`src/wd_defs.svh`:
```
// Constants for the watchdog timer block
// Contract
// - Watchdog runs automatically after application reset
// - Disable and enable commands accepted any time
// - Overflow raises prewarning, then reset request
// - Watchdog count is a 16-bit counter
// - Prescaler divides system clock by two ratios
// - Service reloads counter and clears prescaler before the first overflow
// - Reset defaults give 6.5 ms at 10 MHz
`ifndef WD_DEFS_SVH
`define WD_DEFS_SVH

// ----------------------------------------
// Widths
// ----------------------------------------
`define WD_CNT_W 16
`define WD_PSC_W 14

// ----------------------------------------
// Counter and prescaler values
// ----------------------------------------
`define WD_CNT_MAX 16'hFFFF
`define WD_CNT_ONE 16'h0001
`define WD_PSC_ZERO 14'h0000
`define WD_PSC_ONE 14'h0001
`define WD_PSC_TOP_SLOW 14'h3FFF
`define WD_PSC_TOP_FAST 14'h00FF
`define WD_DIV_FAST 256
`define WD_SEL_RESET 1'b1
// Only the prewarning state has this bit of the state code set
`define WD_MODE_PREWARN_BIT 0

// ----------------------------------------
// Timing of the power-up interval
// ----------------------------------------
`define WD_CLK_PERIOD_NS 100
`define WD_DEFAULT_INTERVAL_NS 6500000
`define WD_DEFAULT_CYCLES (`WD_DEFAULT_INTERVAL_NS / `WD_CLK_PERIOD_NS)
`define WD_DEFAULT_TICKS ((`WD_DEFAULT_CYCLES + `WD_DIV_FAST - 1) / `WD_DIV_FAST)
`define WD_RELOAD_RESET (16'(32'h00010000 - (`WD_DEFAULT_TICKS)))

`endif

```
`src/wd_pkg.sv`:
```
// Types shared by the watchdog timer modules
`default_nettype none
package wd_pkg;

	// Watchdog sequence state
	typedef enum logic [1:0]
	{
		WD_RUN = 2'b00,
		WD_PREWARN = 2'b01,
		WD_RESET = 2'b10
	} wd_mode_t;

	// Whole state of the watchdog core
	typedef struct packed
	{
		wd_mode_t mode;
		logic enabled;
		logic [15:0] count;
		logic [15:0] reload;
		logic sel_fast;
		logic prewarn;
		logic reset_req;
	} wd_state_t;

	// Whole state of the prescaler
	typedef struct packed
	{
		logic [13:0] count;
	} wd_psc_state_t;

endpackage
`default_nettype wire

```
`src/wd_watchdog_timer.sv`:
```
// Watchdog timer core: counter, sequence of prewarning and reset request
`timescale 1ns/1ps
`default_nettype none
`include "wd_defs.svh"
module wd_watchdog_timer
	import wd_pkg::*;
#(
	// Reload after reset; a value near all ones shortens simulation
	parameter logic [15:0] RELOAD_RESET_VALUE = `WD_RELOAD_RESET
)
(
	input wire logic CLK_SYS,
	input wire logic SYS_RST,
	input wire logic WATCHDOG_DISABLE_CMD,
	input wire logic WATCHDOG_ENABLE_CMD,
	input wire logic WATCHDOG_SERVICE_CMD,
	input wire logic RELOAD_WRITE,
	input wire logic [15:0] RELOAD_DATA,
	input wire logic PRESCALE_WRITE,
	input wire logic PRESCALE_FAST,
	output logic WATCHDOG_ENABLED,
	output logic [15:0] WATCHDOG_COUNT,
	output logic [15:0] RELOAD_VALUE_REG,
	output logic PRESCALE_FAST_SEL,
	output logic PREWARN_IRQ,
	output logic PREWARN_ACTIVE,
	output logic RESET_REQ
);

	// ----------------------------------------
	// State and internal signals
	// ----------------------------------------
	wd_state_t st; // Registered state
	wd_state_t next_st; // Next state
	logic run; // Counter advancing
	logic tick; // Prescaled count enable
	logic service_ok; // Service taken this cycle
	logic [13:0] psc_count; // Prescaler position
	logic at_top; // Counter at all ones

	// ----------------------------------------
	// Prescaler
	// ----------------------------------------
	// Counter frozen once the reset request stands
	assign run = st.enabled && (st.mode != WD_RESET);
	// Service is only honoured before the first overflow
	assign service_ok = WATCHDOG_SERVICE_CMD && (st.mode == WD_RUN);
	assign at_top = (st.count == `WD_CNT_MAX);

	// One tick per divided period
	wd_prescaler u_prescaler
	(
		.clk(CLK_SYS),
		.rst(SYS_RST),
		.run(run),
		.clear(service_ok),
		.sel_fast(st.sel_fast),
		.tick(tick),
		.count(psc_count)
	);

	// ----------------------------------------
	// Next state
	// ----------------------------------------
	// Commands, settings and the overflow sequence
	always_comb
	begin
		next_st = st;
		next_st.prewarn = 1'b0;
		// Enable wins a tie: the safer outcome
		if (WATCHDOG_ENABLE_CMD)
		begin
			next_st.enabled = 1'b1;
		end
		else if (WATCHDOG_DISABLE_CMD)
		begin
			next_st.enabled = 1'b0;
		end
		// Reload value takes effect at the next reload; the prescaler ratio at once
		if (RELOAD_WRITE)
		begin
			next_st.reload = RELOAD_DATA;
		end
		if (PRESCALE_WRITE)
		begin
			next_st.sel_fast = PRESCALE_FAST;
		end
		case (st.mode)
			WD_RUN:
			begin
				if (service_ok)
				begin
					// Reload from the programmed value
					next_st.count = st.reload;
				end
				else if (tick && at_top)
				begin
					// First overflow: warn and start the grace interval
					next_st.count = st.reload;
					next_st.prewarn = 1'b1;
					next_st.mode = WD_PREWARN;
				end
				else if (tick)
				begin
					next_st.count = st.count + `WD_CNT_ONE;
				end
			end
			WD_PREWARN:
			begin
				// Fail-safe: no service can cancel a pending reset
				if (tick && at_top)
				begin
					next_st.reset_req = 1'b1;
					next_st.mode = WD_RESET;
				end
				else if (tick)
				begin
					next_st.count = st.count + `WD_CNT_ONE;
				end
			end
			WD_RESET:
			begin
				// Held until the system reset clears it
				next_st.reset_req = 1'b1;
			end
			default:
			begin
				next_st.mode = WD_RUN;
			end
		endcase
	end

	// ----------------------------------------
	// Register
	// ----------------------------------------
	// Reset leaves the watchdog running with default interval
	always_ff @(posedge CLK_SYS)
	begin
		if (SYS_RST)
		begin
			st.mode <= WD_RUN;
			st.enabled <= 1'b1;
			st.count <= RELOAD_RESET_VALUE;
			st.reload <= RELOAD_RESET_VALUE;
			st.sel_fast <= `WD_SEL_RESET;
			st.prewarn <= 1'b0;
			st.reset_req <= 1'b0;
		end
		else
		begin
			st <= next_st;
		end
	end

	// ----------------------------------------
	// Outputs, all straight from state
	// ----------------------------------------
	assign WATCHDOG_ENABLED = st.enabled;
	assign WATCHDOG_COUNT = st.count;
	assign RELOAD_VALUE_REG = st.reload;
	assign PRESCALE_FAST_SEL = st.sel_fast;
	assign PREWARN_IRQ = st.prewarn;
	// One state bit, so the pin needs no decode gate
	assign PREWARN_ACTIVE = st.mode[`WD_MODE_PREWARN_BIT];
	assign RESET_REQ = st.reset_req;
endmodule
`default_nettype wire

```
`src/wd_prescaler.sv`:
```
// Prescaler that turns the system clock into watchdog count ticks
`timescale 1ns/1ps
`default_nettype none
`include "wd_defs.svh"
module wd_prescaler
	import wd_pkg::*;
(
	input wire logic clk,
	input wire logic rst,
	input wire logic run,
	input wire logic clear,
	input wire logic sel_fast,
	output logic tick,
	output logic [13:0] count
);

	// ----------------------------------------
	// State
	// ----------------------------------------
	wd_psc_state_t st; // Registered state
	wd_psc_state_t next_st; // Next state
	logic [13:0] top; // Terminal count for the chosen ratio

	// ----------------------------------------
	// Next state
	// ----------------------------------------
	// Tick only while running, on the terminal count
	always_comb
	begin
		top = sel_fast ? `WD_PSC_TOP_FAST : `WD_PSC_TOP_SLOW;
		tick = run && (st.count == top);
		next_st = st;
		if (clear)
		begin
			// Service restarts a full prescaler period
			next_st.count = `WD_PSC_ZERO;
		end
		else if (tick)
		begin
			next_st.count = `WD_PSC_ZERO;
		end
		else if (run)
		begin
			// Above top after a ratio change: wraps through all ones once
			next_st.count = st.count + `WD_PSC_ONE;
		end
	end

	// Register
	always_ff @(posedge clk)
	begin
		if (rst)
			st <= '{count: `WD_PSC_ZERO};
		else
			st <= next_st;
	end

	assign count = st.count;

endmodule
`default_nettype wire

```
`config.mk`:
```
export PLATFORM = sky130hd
export DESIGN_NAME = wd_watchdog_timer
export DESIGN_NICKNAME = d
export VERILOG_FILES = /design/src/wd_pkg.sv /design/src/wd_watchdog_timer.sv /design/src/wd_prescaler.sv
export VERILOG_INCLUDE_DIRS = /design/src
export SDC_FILE = /design/constraint.sdc
export NUM_CORES = 1
export LEC_CHECK = 0
export ABC_AREA = 1
export BUFFER_PORTS_ARGS = -buffer_cell sky130_fd_sc_hd__buf_2
export CAP_MARGIN = 25
export CORE_MARGIN = 2
export CORE_UTILIZATION = 50
export DETAILED_ROUTE_END_ITERATION = 8
export PLACE_DENSITY = 0.73
export SLEW_MARGIN = 40
export SYNTH_ARGS = -nofsm -noshare
export SYNTH_HDL_FRONTEND = slang
export SYNTH_SLANG_ARGS = --single-unit
```
`constraint.sdc`:
```
create_clock -name CLK_SYS -period 1.55 [get_ports CLK_SYS]
set_input_delay 0.155 -clock CLK_SYS [delete_from_list [all_inputs] [get_ports CLK_SYS]]
set_output_delay 0.155 -clock CLK_SYS [all_outputs]
set_load 0.01 [all_outputs]
```
### Yosys cells after proc, flatten, opt, wreduce, memory -nomap -nowiden

Index checks and enable logic that the tools add are counted.

* add/subtract/negate cells: 2
* equality and inequality tests: 9
* mux-type cells: 13
* bitwise gates (word level): 2
* reductions and logical operators: 13

Operator list (number)
* 16-bit 2-to-1 mux: 4
* 16-bit one-hot mux with 2 select lines: 1
* 16-bit by 1-bit adder with 16-bit output (second input constant): 1
* 16-bit == test (second input constant): 1
* 14-bit by 1-bit adder with 14-bit output (second input constant): 1
* 14-bit == test: 1
* 14-bit 2-to-1 mux: 1
* 2-bit inequality test (second input constant): 4
* 2-bit 2-to-1 mux: 3
* 2-bit one-hot mux with 3 select lines: 1
* 3-bit OR reduction: 2
* 1-bit logical AND: 4
* 2-bit AND reduction: 2
* 4-bit AND reduction: 1
* 2-bit nonzero test: 2
* 2-bit by 1-bit == test with 1-bit output (second input constant): 1
* 2-bit == test (second input constant): 1
* 2-bit logical NOT: 1
* 1-bit 2-to-1 mux: 2
* 2-bit by 1-bit inequality test with 1-bit output (second input constant): 1
* 1-bit NOT: 2
* 1-bit one-hot mux with 2 select lines: 1
* 2-bit OR reduction: 1

* register bits after elaboration: 52
* input port bits: 24
* output and inout port bits: 37
* logic and storage cells: 47

### Logic depth before layout (Yosys ltp)

Gate-level depths: netlist of the first run.

* word-level depth: 7
* depth in mapped cells: 13

### Cells and area by module

Synthesis of the first run repeated with hierarchy kept, for this count alone.

* cells, all modules: 475
* area, all modules: 3195.6 um^2

Modules (own cells, without submodules)
* wd_watchdog_timer: times used 1, cells an instance 374, area an instance 2459.9 um^2, seq. area each 760.7 um^2
* wd_prescaler: times used 1, cells an instance 101, area an instance 735.7 um^2, seq. area each 280.3 um^2

### Least setup slack after synthesis of the first run

No wires, ideal clock.

* path kind: register to register
* from: register st, in the netlist WATCHDOG_COUNT[0]
* to: register st, in the netlist WATCHDOG_COUNT[12]
* setup time: 0.117 ns
* arrival time: 1.609 ns
* path slack: -0.176 ns
* cell stages (with the launch flop): 12
* path buffers: 1
* cell sequence: dfxtp_1 -> ha_1 -> nand3_1 -> inv_2 -> nand2_1 -> inv_1 -> nand4_4 -> nand2_4 -> nand2_4 -> buf_6 -> o211ai_2 -> nand2_1

* cells in the longest elaborated chain, start to end: 5
* elaborated cells between the ends (all ways): 10
* classes of those cells: add/sub (1); eq/ne (2); mux (5); reduce/logical (2)

Ends and longest elaborated chain
* from (decl): line wd_watchdog_timer.sv:33 `wd_state_t st;`
* from (signal assigned): line wd_watchdog_timer.sv:151 `st <= next_st;`
* 16-bit by 1-bit adder with 16-bit output (no source line) or 16-bit == test (tied branches)
* 16-bit 2-to-1 mux or 1-bit logical AND (tied branches)
* 16-bit 2-to-1 mux: line wd_watchdog_timer.sv:96 `else if (tick && at_top)`
* 16-bit 2-to-1 mux: line wd_watchdog_timer.sv:91 `if (service_ok)`
* 16-bit one-hot mux with 2 select lines: line wd_watchdog_timer.sv:88 `case (st.mode)`

Several ways; a longest one is shown, not always the timed one. The select of a mux whose other input is x is not followed.
A chain may end at the register's enable or synchronous reset.

### Worst setup path in the final report of the first run

* from: register u_prescaler.st, in the netlist u_prescaler.count[0]
* to: register st, in the netlist WATCHDOG_COUNT[14]

* cells in the longest elaborated chain, start to end: 6
* elaborated cells between the ends (all ways): 10
* classes of those cells: eq/ne (2); mux (5); reduce/logical (3)

Ends and longest elaborated chain
* from (decl): line wd_prescaler.sv:20 `wd_psc_state_t st;`
* from (signal assigned): line wd_prescaler.sv:53 `` st <= '{count: `WD_PSC_ZERO}; ``
* from (signal assigned): line wd_prescaler.sv:55 `st <= next_st;`
* 14-bit == test (*): line wd_prescaler.sv:31 `tick = run && (st.count == top);`
* 1-bit logical AND (*): line wd_prescaler.sv:31
* 16-bit 2-to-1 mux or 1-bit logical AND (tied branches)
* 16-bit 2-to-1 mux: line wd_watchdog_timer.sv:96
* 16-bit 2-to-1 mux: line wd_watchdog_timer.sv:91
* 16-bit one-hot mux with 2 select lines: line wd_watchdog_timer.sv:88

Every way passes the cells marked *; elsewhere a longest branch is shown, timed or not. The select of a mux whose other input is x is not followed.

==> results of run 1 <==
-- metrics by stage --
step	TNS [ps]	utilization, %
6_report	-3360	66.7
5_1_grt	-6240	66.7
4_1_cts	-1990	64.4
3_5_place_dp	-3210	61.6
3_3_place_gp	-1560	61.6
2_1_floorplan	-994	-
-- cell usage in the layout (no fill, tap or decap), types with 8 or more instances in the layout --
master / count
nor2_1: 30
nand2_2: 11
o21ai_0: 21
nand3_1: 33
dfxtp_2: 10
inv_2: 10
buf_2: 60
nand4_1: 10
dfxtp_1: 41
buf_4: 70
nand2_1: 95
inv_1: 45
a21oi_1: 34
xor2_1: 8
nand3_2: 11
-- cells by family (layout without fill, tap and decap cells) --
logic type	Yosys count	in the layout
AND/OR/NAND/NOR	218	218
flip-flops	52	52
XOR/XNOR	9	9
adder cells (fa/ha/maj)	2	2
AO/OA/AOI/OAI	76	76
buffers and inverters	105	206
-- metal layers --
layer	GRT usage [%]	vias to the layer above	routed length, um
li1	-	1661	-
met1	30.4	1494	3640
met2	40.7	101	4110
met3	3.76	17	468
met4	8.50	0	202
met5	0	-	0
-- worst max-delay path, cell delays in order, from the launching register on --
cell and delay [ps]:
dfxtp_2 380, ha_4 160, nand3_4 100, inv_4 80, nand2_4 70, nor2_8 110
nand4_4 170, a21oi_2 180, buf_6 170, buf_6 110, nor2_2 30, o21bai_1 140
-- how the worst min path moves through the flow --
stage               cells past startpoint  slack, ps            startpoint                        endpoint
floorplan                               1        260        PRESCALE_WRITE  PRESCALE_FAST_SEL$_SDFFE_PP1P_
global route                            2         40  WATCHDOG_DISABLE_CMD   WATCHDOG_ENABLED$_SDFFE_PP1P_
global placement                        2        350        PRESCALE_WRITE  PRESCALE_FAST_SEL$_SDFFE_PP1P_
finish                                  2         40  WATCHDOG_DISABLE_CMD   WATCHDOG_ENABLED$_SDFFE_PP1P_
detailed placement                      3        370   WATCHDOG_ENABLE_CMD   WATCHDOG_ENABLED$_SDFFE_PP1P_
CTS                                     2         40  WATCHDOG_DISABLE_CMD   WATCHDOG_ENABLED$_SDFFE_PP1P_
-- layout make-up --
type	count	area share (%)
inverter	60	5.71
timing repair buffer	139	22.8
clock buffer	6	1.74
multi-input combinational	305	41.9
tap	77	2.31
sequential	52	25.4
clock inverter	1	0.120
-- sequential cells by signal (all words and copies together) (netlist names) --
register / flops
PREWARN_ACTIVE: 1
st: 1
RELOAD_VALUE_REG: 16
WATCHDOG_COUNT: 16
u_prescaler.count: 14
PREWARN_IRQ: 1
RESET_REQ: 1
PRESCALE_FAST_SEL: 1
WATCHDOG_ENABLED: 1
-- power by group --
| group | internal, mW | leakage, nW | switching (mW) |
|---|---|---|---|
| registers | 1.39 | 0.431 | 0.0426 |
| clock network | 0.308 | 0.0410 | 0.432 |
| logic | 0.238 | 1.65 | 0.294 |
| total | 1.94 | 2.13 | 0.769 |
-- timing repair --
| action | CTS | global route |
|---|---|---|
| pin swaps | 9 | 9 |
| hold endpoints to repair | 0 | 0 |
| setup buffers | 2 | 6 |
| gates cloned | 1 | 0 |
| endpoints found under the setup margin | 32 | 34 |
| resized for setup | 24 | 35 |
==> flow_summary.toml, run 1 <==
[outcome]
status = "finished with violations"
violations = "negative setup slack"

[route]
vias = 3273
wl_per_cell_um = 13.2
final_antenna_net_count = 0
vias_per_cell = 5.11
drcViolationCount = 0
drt_pre_antenna_iters = 4
drtIter0Drc = 178
drt-total-wl_um = 8420

[timing]
fin_crit_sh_pct = 115
drv_slew = 0
relSlewSlack_pct = 71.4
fin_skew_ps = 9.15
worst_pin_slew_ps = 427
setup_viol = 25
fin_crit_ps = 1780
rsz0062_at_grt = "yes"
max_freq_mhz = 562
hold_violations = 0
fin_hold_ws_ps = 40.0
fin_ws_ps = -229

[setup_path]
rr_endpoint = "WATCHDOG_COUNT[14]$_SDFFE_PP1P_"
reg2reg_depth = 11
crit_path_end = "WATCHDOG_COUNT[14]$_SDFFE_PP1P_"
rrSetupSlack_ps = -230
startpoint_type = "register"
worst_ep_arrival_time_ps = 2010
startpoint = "u_prescaler.count[0]$_SDFFE_PP0P_"
cp_max_fo = 7
end_kind = "register"
rr_startpoint = "u_prescaler.count[0]$_SDFFE_PP0P_"
crit_required_ps = 1780
crit_type = "reg2reg"

[pwr]
power_density_mw_per_mm2 = 650
p_leak_nw = 2.13
peakVddDrop_v = 0.000567
power_mw = 2.71

[placed_design]
dp_slack_ps = -200
place_area_mm2 = 0.00384
dpl.hpwl_um = 6300
port_buffers = 60
gp_congestion = 0.901
dpl.cell_count = 624

[synth]
synth_xor_area_share_pct = 2.48
yosysSeqAreaShare_pct = 32.8
syn_avg_cell_area_um2 = 6.88
synthMuxAreaShare_pct = 0
ys.flop_type = "dfxtp_1"
synthTopCellsByArea = "dfxtp_1 33%, nand2_1 12%, buf_4 7.6%, nand3_1 6.8%, inv_1 6.0%"
yosys_warnings = 0
yosys.area_share.adder_pct = 0.788
syn_inst = 462
synth-simple-area-share_pct = 33.3
synth_compound_area_share_pct = 13.6
synth_cell_types = 38
syn_area_mm2 = 0.00318
synth-async-reset-ratio_pct = 0
syn_nets = 488
synth_common_cells = "102 x nand2_1, 52 x dfxtp_1, 51 x inv_1, 43 x nand3_1, 34 x a21oi_1"
synth-seq-cells = 52
synth_edf_count = 0
yosysTopAreaCellShare_pct = 32.8
synth_top_area_cell = "dfxtp_1"
synth_top_family_by_area = "simple AND/OR/NAND/NOR gates"
yosysMostFrequentCell = "nand2_1"

[layout]
register_area_mm2 = 0.00106
layout.cells.non_filler = 640
n_antenna_cell = 0
drive_gt1_share_pct = 39.6
fin_nets = 589
multiInputGateArea_mm2 = 0.00175
syn_to_final_growth_pct = 31.1
final_area_mm2 = 0.00416
fillCellCount = 519

[flow_run]
max_cap_violations = 0

[clock_network]
clkTransAtPathRegs_ps = 90
ctsHtreeMaxLevel = 2
cts_tree = "yes"
cts_hold_buffers = 0
cts_sinks = 52
clock-root-buffer = "clkbuf_8"
numCtsBuffers = 5
cts_buffer_depth = 2
worstSkewPairLatency_ps = 310

[floorplanning]
die-area_mm2 = 0.00701
core_area_mm2 = 0.00624
fp.dieW_um = 83.7
ios = 61
rows = 29
die_y_um = 83.7
start_util_pct = 50.9

[global_routing]
grt_max_degree = 24
gr-total-overflow = 0
first_global_vias = 3070
grt_pass1_wl_um = 13800
antenna_found_initial = 0
track_usage_pct = 23.8

[hold_path]
hp-class = "in2reg"
(Power assumes the default switching activity.)
==> run 2: changes to the inputs <==
--- a/config.mk
+++ b/config.mk
@@ -7,6 +7,7 @@
 export NUM_CORES = 1
 export LEC_CHECK = 0
 export ABC_AREA = 1
+export ABC_CLOCK_PERIOD_IN_PS = 1550
 export BUFFER_PORTS_ARGS = -buffer_cell sky130_fd_sc_hd__buf_2
 export CAP_MARGIN = 25
 export CORE_MARGIN = 2
@@ -16,4 +17,5 @@
 export SLEW_MARGIN = 40
 export SYNTH_ARGS = -nofsm -noshare
 export SYNTH_HDL_FRONTEND = slang
+export SYNTH_HIERARCHICAL = 1
 export SYNTH_SLANG_ARGS = --single-unit
==> flow_summary.toml, run 2 <==
[pwr]
seqPwrFrac_pct = 51.2
peakVddDrop_v = 0.000752
clkPwrFrac_pct = 32.8
p_leak_nw = 2.15
power_mw = 2.79
internal-power_mw = 2.00
netSwitchingPower_uw = 799
sw_frac_of_total_pct = 28.6
power_density_mw_per_mm2 = 674
power_frac_comb_pct = 15.9

[synth]
synth_common_cells = "101 x nand2_1, 72 x inv_1, 53 x nor2_1, 52 x dfxtp_1, 47 x nand3_1"
yosysSeqAreaShare_pct = 32.6
syn_area_mm2 = 0.00320
synth-seq-cells = 52
yosysMostFrequentCell = "nand2_1"
yosysTopAreaCellShare_pct = 32.6
syn_avg_cell_area_um2 = 6.73
syn_nets = 501
ys.flop_type = "dfxtp_1"
syn_inst = 475
synth_cell_types = 30
synth_edf_count = 0
synth_top_area_cell = "dfxtp_1"
synth-async-reset-ratio_pct = 0
yosys_warnings = 6
synthTopCellsByArea = "dfxtp_1 33%, nand2_1 12%, inv_1 8.5%, buf_4 7.8%, nand3_1 7.4%"

[placed_design]
port_buffers = 60
gp_congestion = 0.939
place_area_mm2 = 0.00367
dpl.hpwl_um = 5880

[floorplanning]
ios = 61
rows = 29
fp.dieW_um = 83.9
die_y_um = 83.9
core_area_mm2 = 0.00628
die-area_mm2 = 0.00705
start_util_pct = 50.9

[clock_network]
clkTransAtPathRegs_ps = 90
cts_tree = "yes"
numCtsBuffers = 5
cts_hold_buffers = 0
ctsHtreeMaxLevel = 2
worstSkewPairLatency_ps = 320
cts_sinks = 52
cts_buffer_depth = 2
clock-root-buffer = "clkbuf_8"

[timing]
fin_skew_ps = 7.66
tns_ps = -11350
setup_viol = 21
rsz0062_at_grt = "yes"
fin_ws_ps = -669
fin_crit_ps = 2220
fin_hold_ws_ps = 13.3
fin_crit_sh_pct = 143
max_freq_mhz = 451
drv_slew = 0
hold_violations = 0
worst_pin_slew_ps = 503
relSlewSlack_pct = 66.4

[setup_path]
cp_max_fo = 4
crit_type = "reg2reg"
crit_required_ps = 1760
path_cells = "inv_4 > a21oi_4 > nand2_2 > nor2_4 > nand2_4 > nor2_4 > nand2_4 > inv_6 > nand2_4 > nor2_4 > nand4_4 > buf_4 > buf_4 > inv_1 > nand4_1 > o31ai_1"
startpoint_type = "register"
end_kind = "register"
crit_path_top_delay_cell = "dfxtp_4"
worst_path_largest_cell_delay_ps = 380
worst_ep_arrival_time_ps = 2430

[global_routing]
antenna_found_initial = 0
first_global_vias = 3011
grt_max_degree = 22
grt_pass1_wl_um = 14100
gr-total-overflow = 0
track_usage_pct = 24.7

[layout]
most-common-layout-cells = "92 x nand2_1, 67 x inv_1, 60 x buf_2"
syn_to_final_growth_pct = 29.6
final_area_mm2 = 0.00414
n_antenna_cell = 0
final_common_cell = "nand2_1"
fin_util_pct = 66.0
fin_nets = 577
multiInputGateArea_mm2 = 0.00184
register_area_mm2 = 0.00105
fillCellCount = 519
drive_gt1_share_pct = 37.0

[route]
drt-total-wl_um = 9430
drt_pre_antenna_iters = 5
wl_per_cell_um = 15.0
drcViolationCount = 0
vias = 3346
final_antenna_net_count = 0
drtIter0Drc = 248
vias_per_cell = 5.32

[outcome]
status = "finished with violations"
violations = "negative setup slack"

[flow_run]
max_cap_violations = 0

[hold_path]
hp-class = "in2reg"
-- run 2: final cells by class --
class,instances,share of cell area (%)
timing repair buffer,114,18.5
inverter,73,6.80
clock buffer,6,2.27
sequential,52,25.3
clock inverter,2,0.393
multi-input combinational,305,44.5
tap,77,2.33
-- run 2: worst paths after layout --
kind | start | slack, ps | endpoint | depth (start not counted)
worst max-delay path | PREWARN_ACTIVE$_SDFFE_PP0P_ | -670 | PREWARN_ACTIVE$_SDFFE_PP0P_ | 16
worst min-delay path | WATCHDOG_DISABLE_CMD | 10 | WATCHDOG_ENABLED$_SDFFE_PP1P_ | 2
worst min register to register | RESET_REQ$_SDFFE_PP0P_ | 470 | RESET_REQ$_SDFFE_PP0P_ | 2
worst max register to register | PREWARN_ACTIVE$_SDFFE_PP0P_ | -670 | PREWARN_ACTIVE$_SDFFE_PP0P_ | 16
-- run 2: cells by family (layout without fill, tap and decap cells) --
family / count (synthesis) / after routing / synth area share, %
AOI/OAI and AO/OA: 48 / 48 / 8.14
xor gates and xnor gates: 14 / 14 / 3.84
adders and majority gates: 2 / 2 / 0.783
buffers and inverters: 121 / 195 / 19.8
DFF: 52 / 52 / 32.6
and+or+nand+nor: 238 / 241 / 34.8
-- run 2: per-stage QoR --
stage,cells,worst slack [ps]
3_3_place_gp,612,-530
2_1_floorplan,475,-606
4_1_cts,626,-495
5_1_grt,629,-736
3_5_place_dp,612,-599
6_report,629,-669
-- run 2: metal layers --
metal | global-route usage, % | vias to the layer above | share of wire [%]
met5 | 0 | - | 0
met4 | 7.62 | 0 | 2.7
met3 | 3.76 | 27 | 6.8
met2 | 39.9 | 167 | 47
met1 | 33.9 | 1550 | 43
li1 | - | 1602 | -
-- run 2: what timing repair did --
item	in CTS	in global routing
setup endpoints to repair	20	34
setup buffers	4	2
gates cloned	2	2
gates resized for setup	28	39
pin swaps	11	11
hold endpoints to repair	0	0
-- run 2: critical path: cells and delay by family, from the launching register on --
| kind | cells | cell delay (ps) |
|---|---|---|
| AO/OA/AOI/OAI | 2 | 260 |
| AND/OR/NAND/NOR | 9 | 930 |
| flip-flops | 1 | 380 |
| buffers and inverters | 5 | 540 |
-- run 2: power groups by stage --
stage | Sequential, mW | Combinational (mW) | Clock, mW
2_1_floorplan | 1.45 | 0.292 | 0
3_3_place_gp | 1.45 | 0.385 | 0
3_5_place_dp | 1.46 | 0.391 | 0
4_1_cts | 1.43 | 0.404 | 0.936
5_1_grt | 1.44 | 0.490 | 0.968
6_report | 1.43 | 0.445 | 0.918
==> run 3: changes to the inputs <==
--- a/config.mk
+++ b/config.mk
@@ -14,6 +14,7 @@
 export CORE_UTILIZATION = 50
 export DETAILED_ROUTE_END_ITERATION = 8
 export PLACE_DENSITY = 0.73
+export SETUP_SLACK_MARGIN = 0.02
 export SLEW_MARGIN = 40
 export SYNTH_ARGS = -nofsm -noshare
 export SYNTH_HDL_FRONTEND = slang
==> flow_summary.toml, run 3 (synthesis results as in run 2) <==
[clock_network]
cts_buffer_depth = 2
cts_sinks = 52
clock-root-buffer = "clkbuf_8"
numCtsBuffers = 5
clkTransAtPathRegs_ps = 100
cts_tree = "yes"
worstSkewPairLatency_ps = 320
cts_hold_buffers = 0
ctsHtreeMaxLevel = 2

[timing]
worst_pin_slew_ps = 527
fin_crit_sh_pct = 141
drv_slew = 0
fin_crit_ps = 2180
fin_ws_ps = -633
hold_violations = 0
fin_hold_ws_ps = 8.41
fin_skew_ps = 8.26
max_freq_mhz = 458
setup_viol = 21
rsz0062_at_grt = "yes"
relSlewSlack_pct = 64.8
tns_ps = -11470

[hold_path]
hp-class = "in2reg"

[global_routing]
grt_pass1_wl_um = 14300
gr-total-overflow = 0
grt_max_degree = 22
antenna_found_initial = 0
track_usage_pct = 25.0
first_global_vias = 3050

[placed_design]
dpl.hpwl_um = 5880
gp_congestion = 0.939
dpl.cell_count = 612
port_buffers = 60
dp_slack_ps = -599
place_area_mm2 = 0.00367

[route]
wl_per_cell_um = 14.9
final_antenna_net_count = 0
vias_per_cell = 5.29
drt-total-wl_um = 9370
drtIter0Drc = 238
drt_pre_antenna_iters = 6
drcViolationCount = 0
vias = 3339

[layout]
final_area_mm2 = 0.00416
fillCellCount = 514
final_common_cell = "nand2_1"
fin_util_pct = 66.2
layout.cells.non_filler = 631
syn_to_final_growth_pct = 30.1
n_antenna_cell = 0
most-common-layout-cells = "92 x nand2_1, 67 x inv_1, 60 x buf_2"
fin_nets = 579
drive_gt1_share_pct = 36.5

[setup_path]
rrSetupSlack_ps = -630
crit_required_ps = 1770
startpoint_type = "register"
worst_ep_arrival_time_ps = 2400
end_kind = "register"
crit_type = "reg2reg"
cp_max_fo = 9

[floorplanning]
core_area_mm2 = 0.00628
start_util_pct = 50.9
rows = 29
die_y_um = 83.9
ios = 61
fp.dieW_um = 83.9
die-area_mm2 = 0.00705

[outcome]
status = "finished with violations"
violations = "negative setup slack"

[flow_run]
max_cap_violations = 0

[pwr]
peakVddDrop_v = 0.000680
power_density_mw_per_mm2 = 675
p_leak_nw = 2.16
power_mw = 2.81
[run 3: cell types whose count changed in the layout (fill, tap and decap cells not counted), sizes merged]
cell  change
buf       +2
[run 3: final cells by class]
type                    count  area [um^2]  area share (%)
multi-input cells         305         1840            44.3
flip-flops and latches     52         1050            25.2
repair buffers            116          779            18.7
inverters                  73          282            6.77
well taps                  77         96.3            2.32
clock buffers               6         93.8            2.26
clock inverters             2         16.3           0.391
[run 3: final timing paths]
kind	from	endpoint	cells after the start
setup / recovery	PREWARN_ACTIVE$_SDFFE_PP0P_	WATCHDOG_COUNT[7]$_SDFFE_PP0P_	16
hold / removal	WATCHDOG_DISABLE_CMD	WATCHDOG_ENABLED$_SDFFE_PP1P_	2
setup reg to reg	PREWARN_ACTIVE$_SDFFE_PP0P_	WATCHDOG_COUNT[7]$_SDFFE_PP0P_	16
hold reg to reg	RESET_REQ$_SDFFE_PP0P_	RESET_REQ$_SDFFE_PP0P_	2
[run 3: worst max-delay path, stage by stage, from the launching register on]
cell and delay, ps:
dfxtp_4 370, inv_4 40, a21oi_4 140, nand2_2 100, nor2_4 170, nand2_4 80
nor2_4 120, nand2_4 80, inv_6 100, nand2_4 50, nor2_4 90, nand4_4 130
nand2_4 160, clkbuf_16 180, a21oi_1 70, nor2_1 140, nor2_1 70
[run 3: power by group]
group          internal [mW]  total (mW)  switching (mW)
Clock                  0.423       0.929           0.507
Sequential              1.39        1.43          0.0435
Combinational          0.186       0.447           0.261
[run 3: layer usage]
layer / global-route usage (%) / wire length [um] / vias to the layer above
li1: - / - / 1606
met1: 34.6 / 4160 / 1535
met2: 40.3 / 4350 / 168
met3: 3.76 / 631 / 30
met4: 7.62 / 234 / 0
met5: 0 / 0 / -
[run 3: what timing repair did]
action / CTS / global route
pin swaps: 11 / 14
endpoints found under the setup margin: 21 / 34
gates cloned: 2 / 2
resized for setup: 31 / 34
buffers inserted: 4 / 6
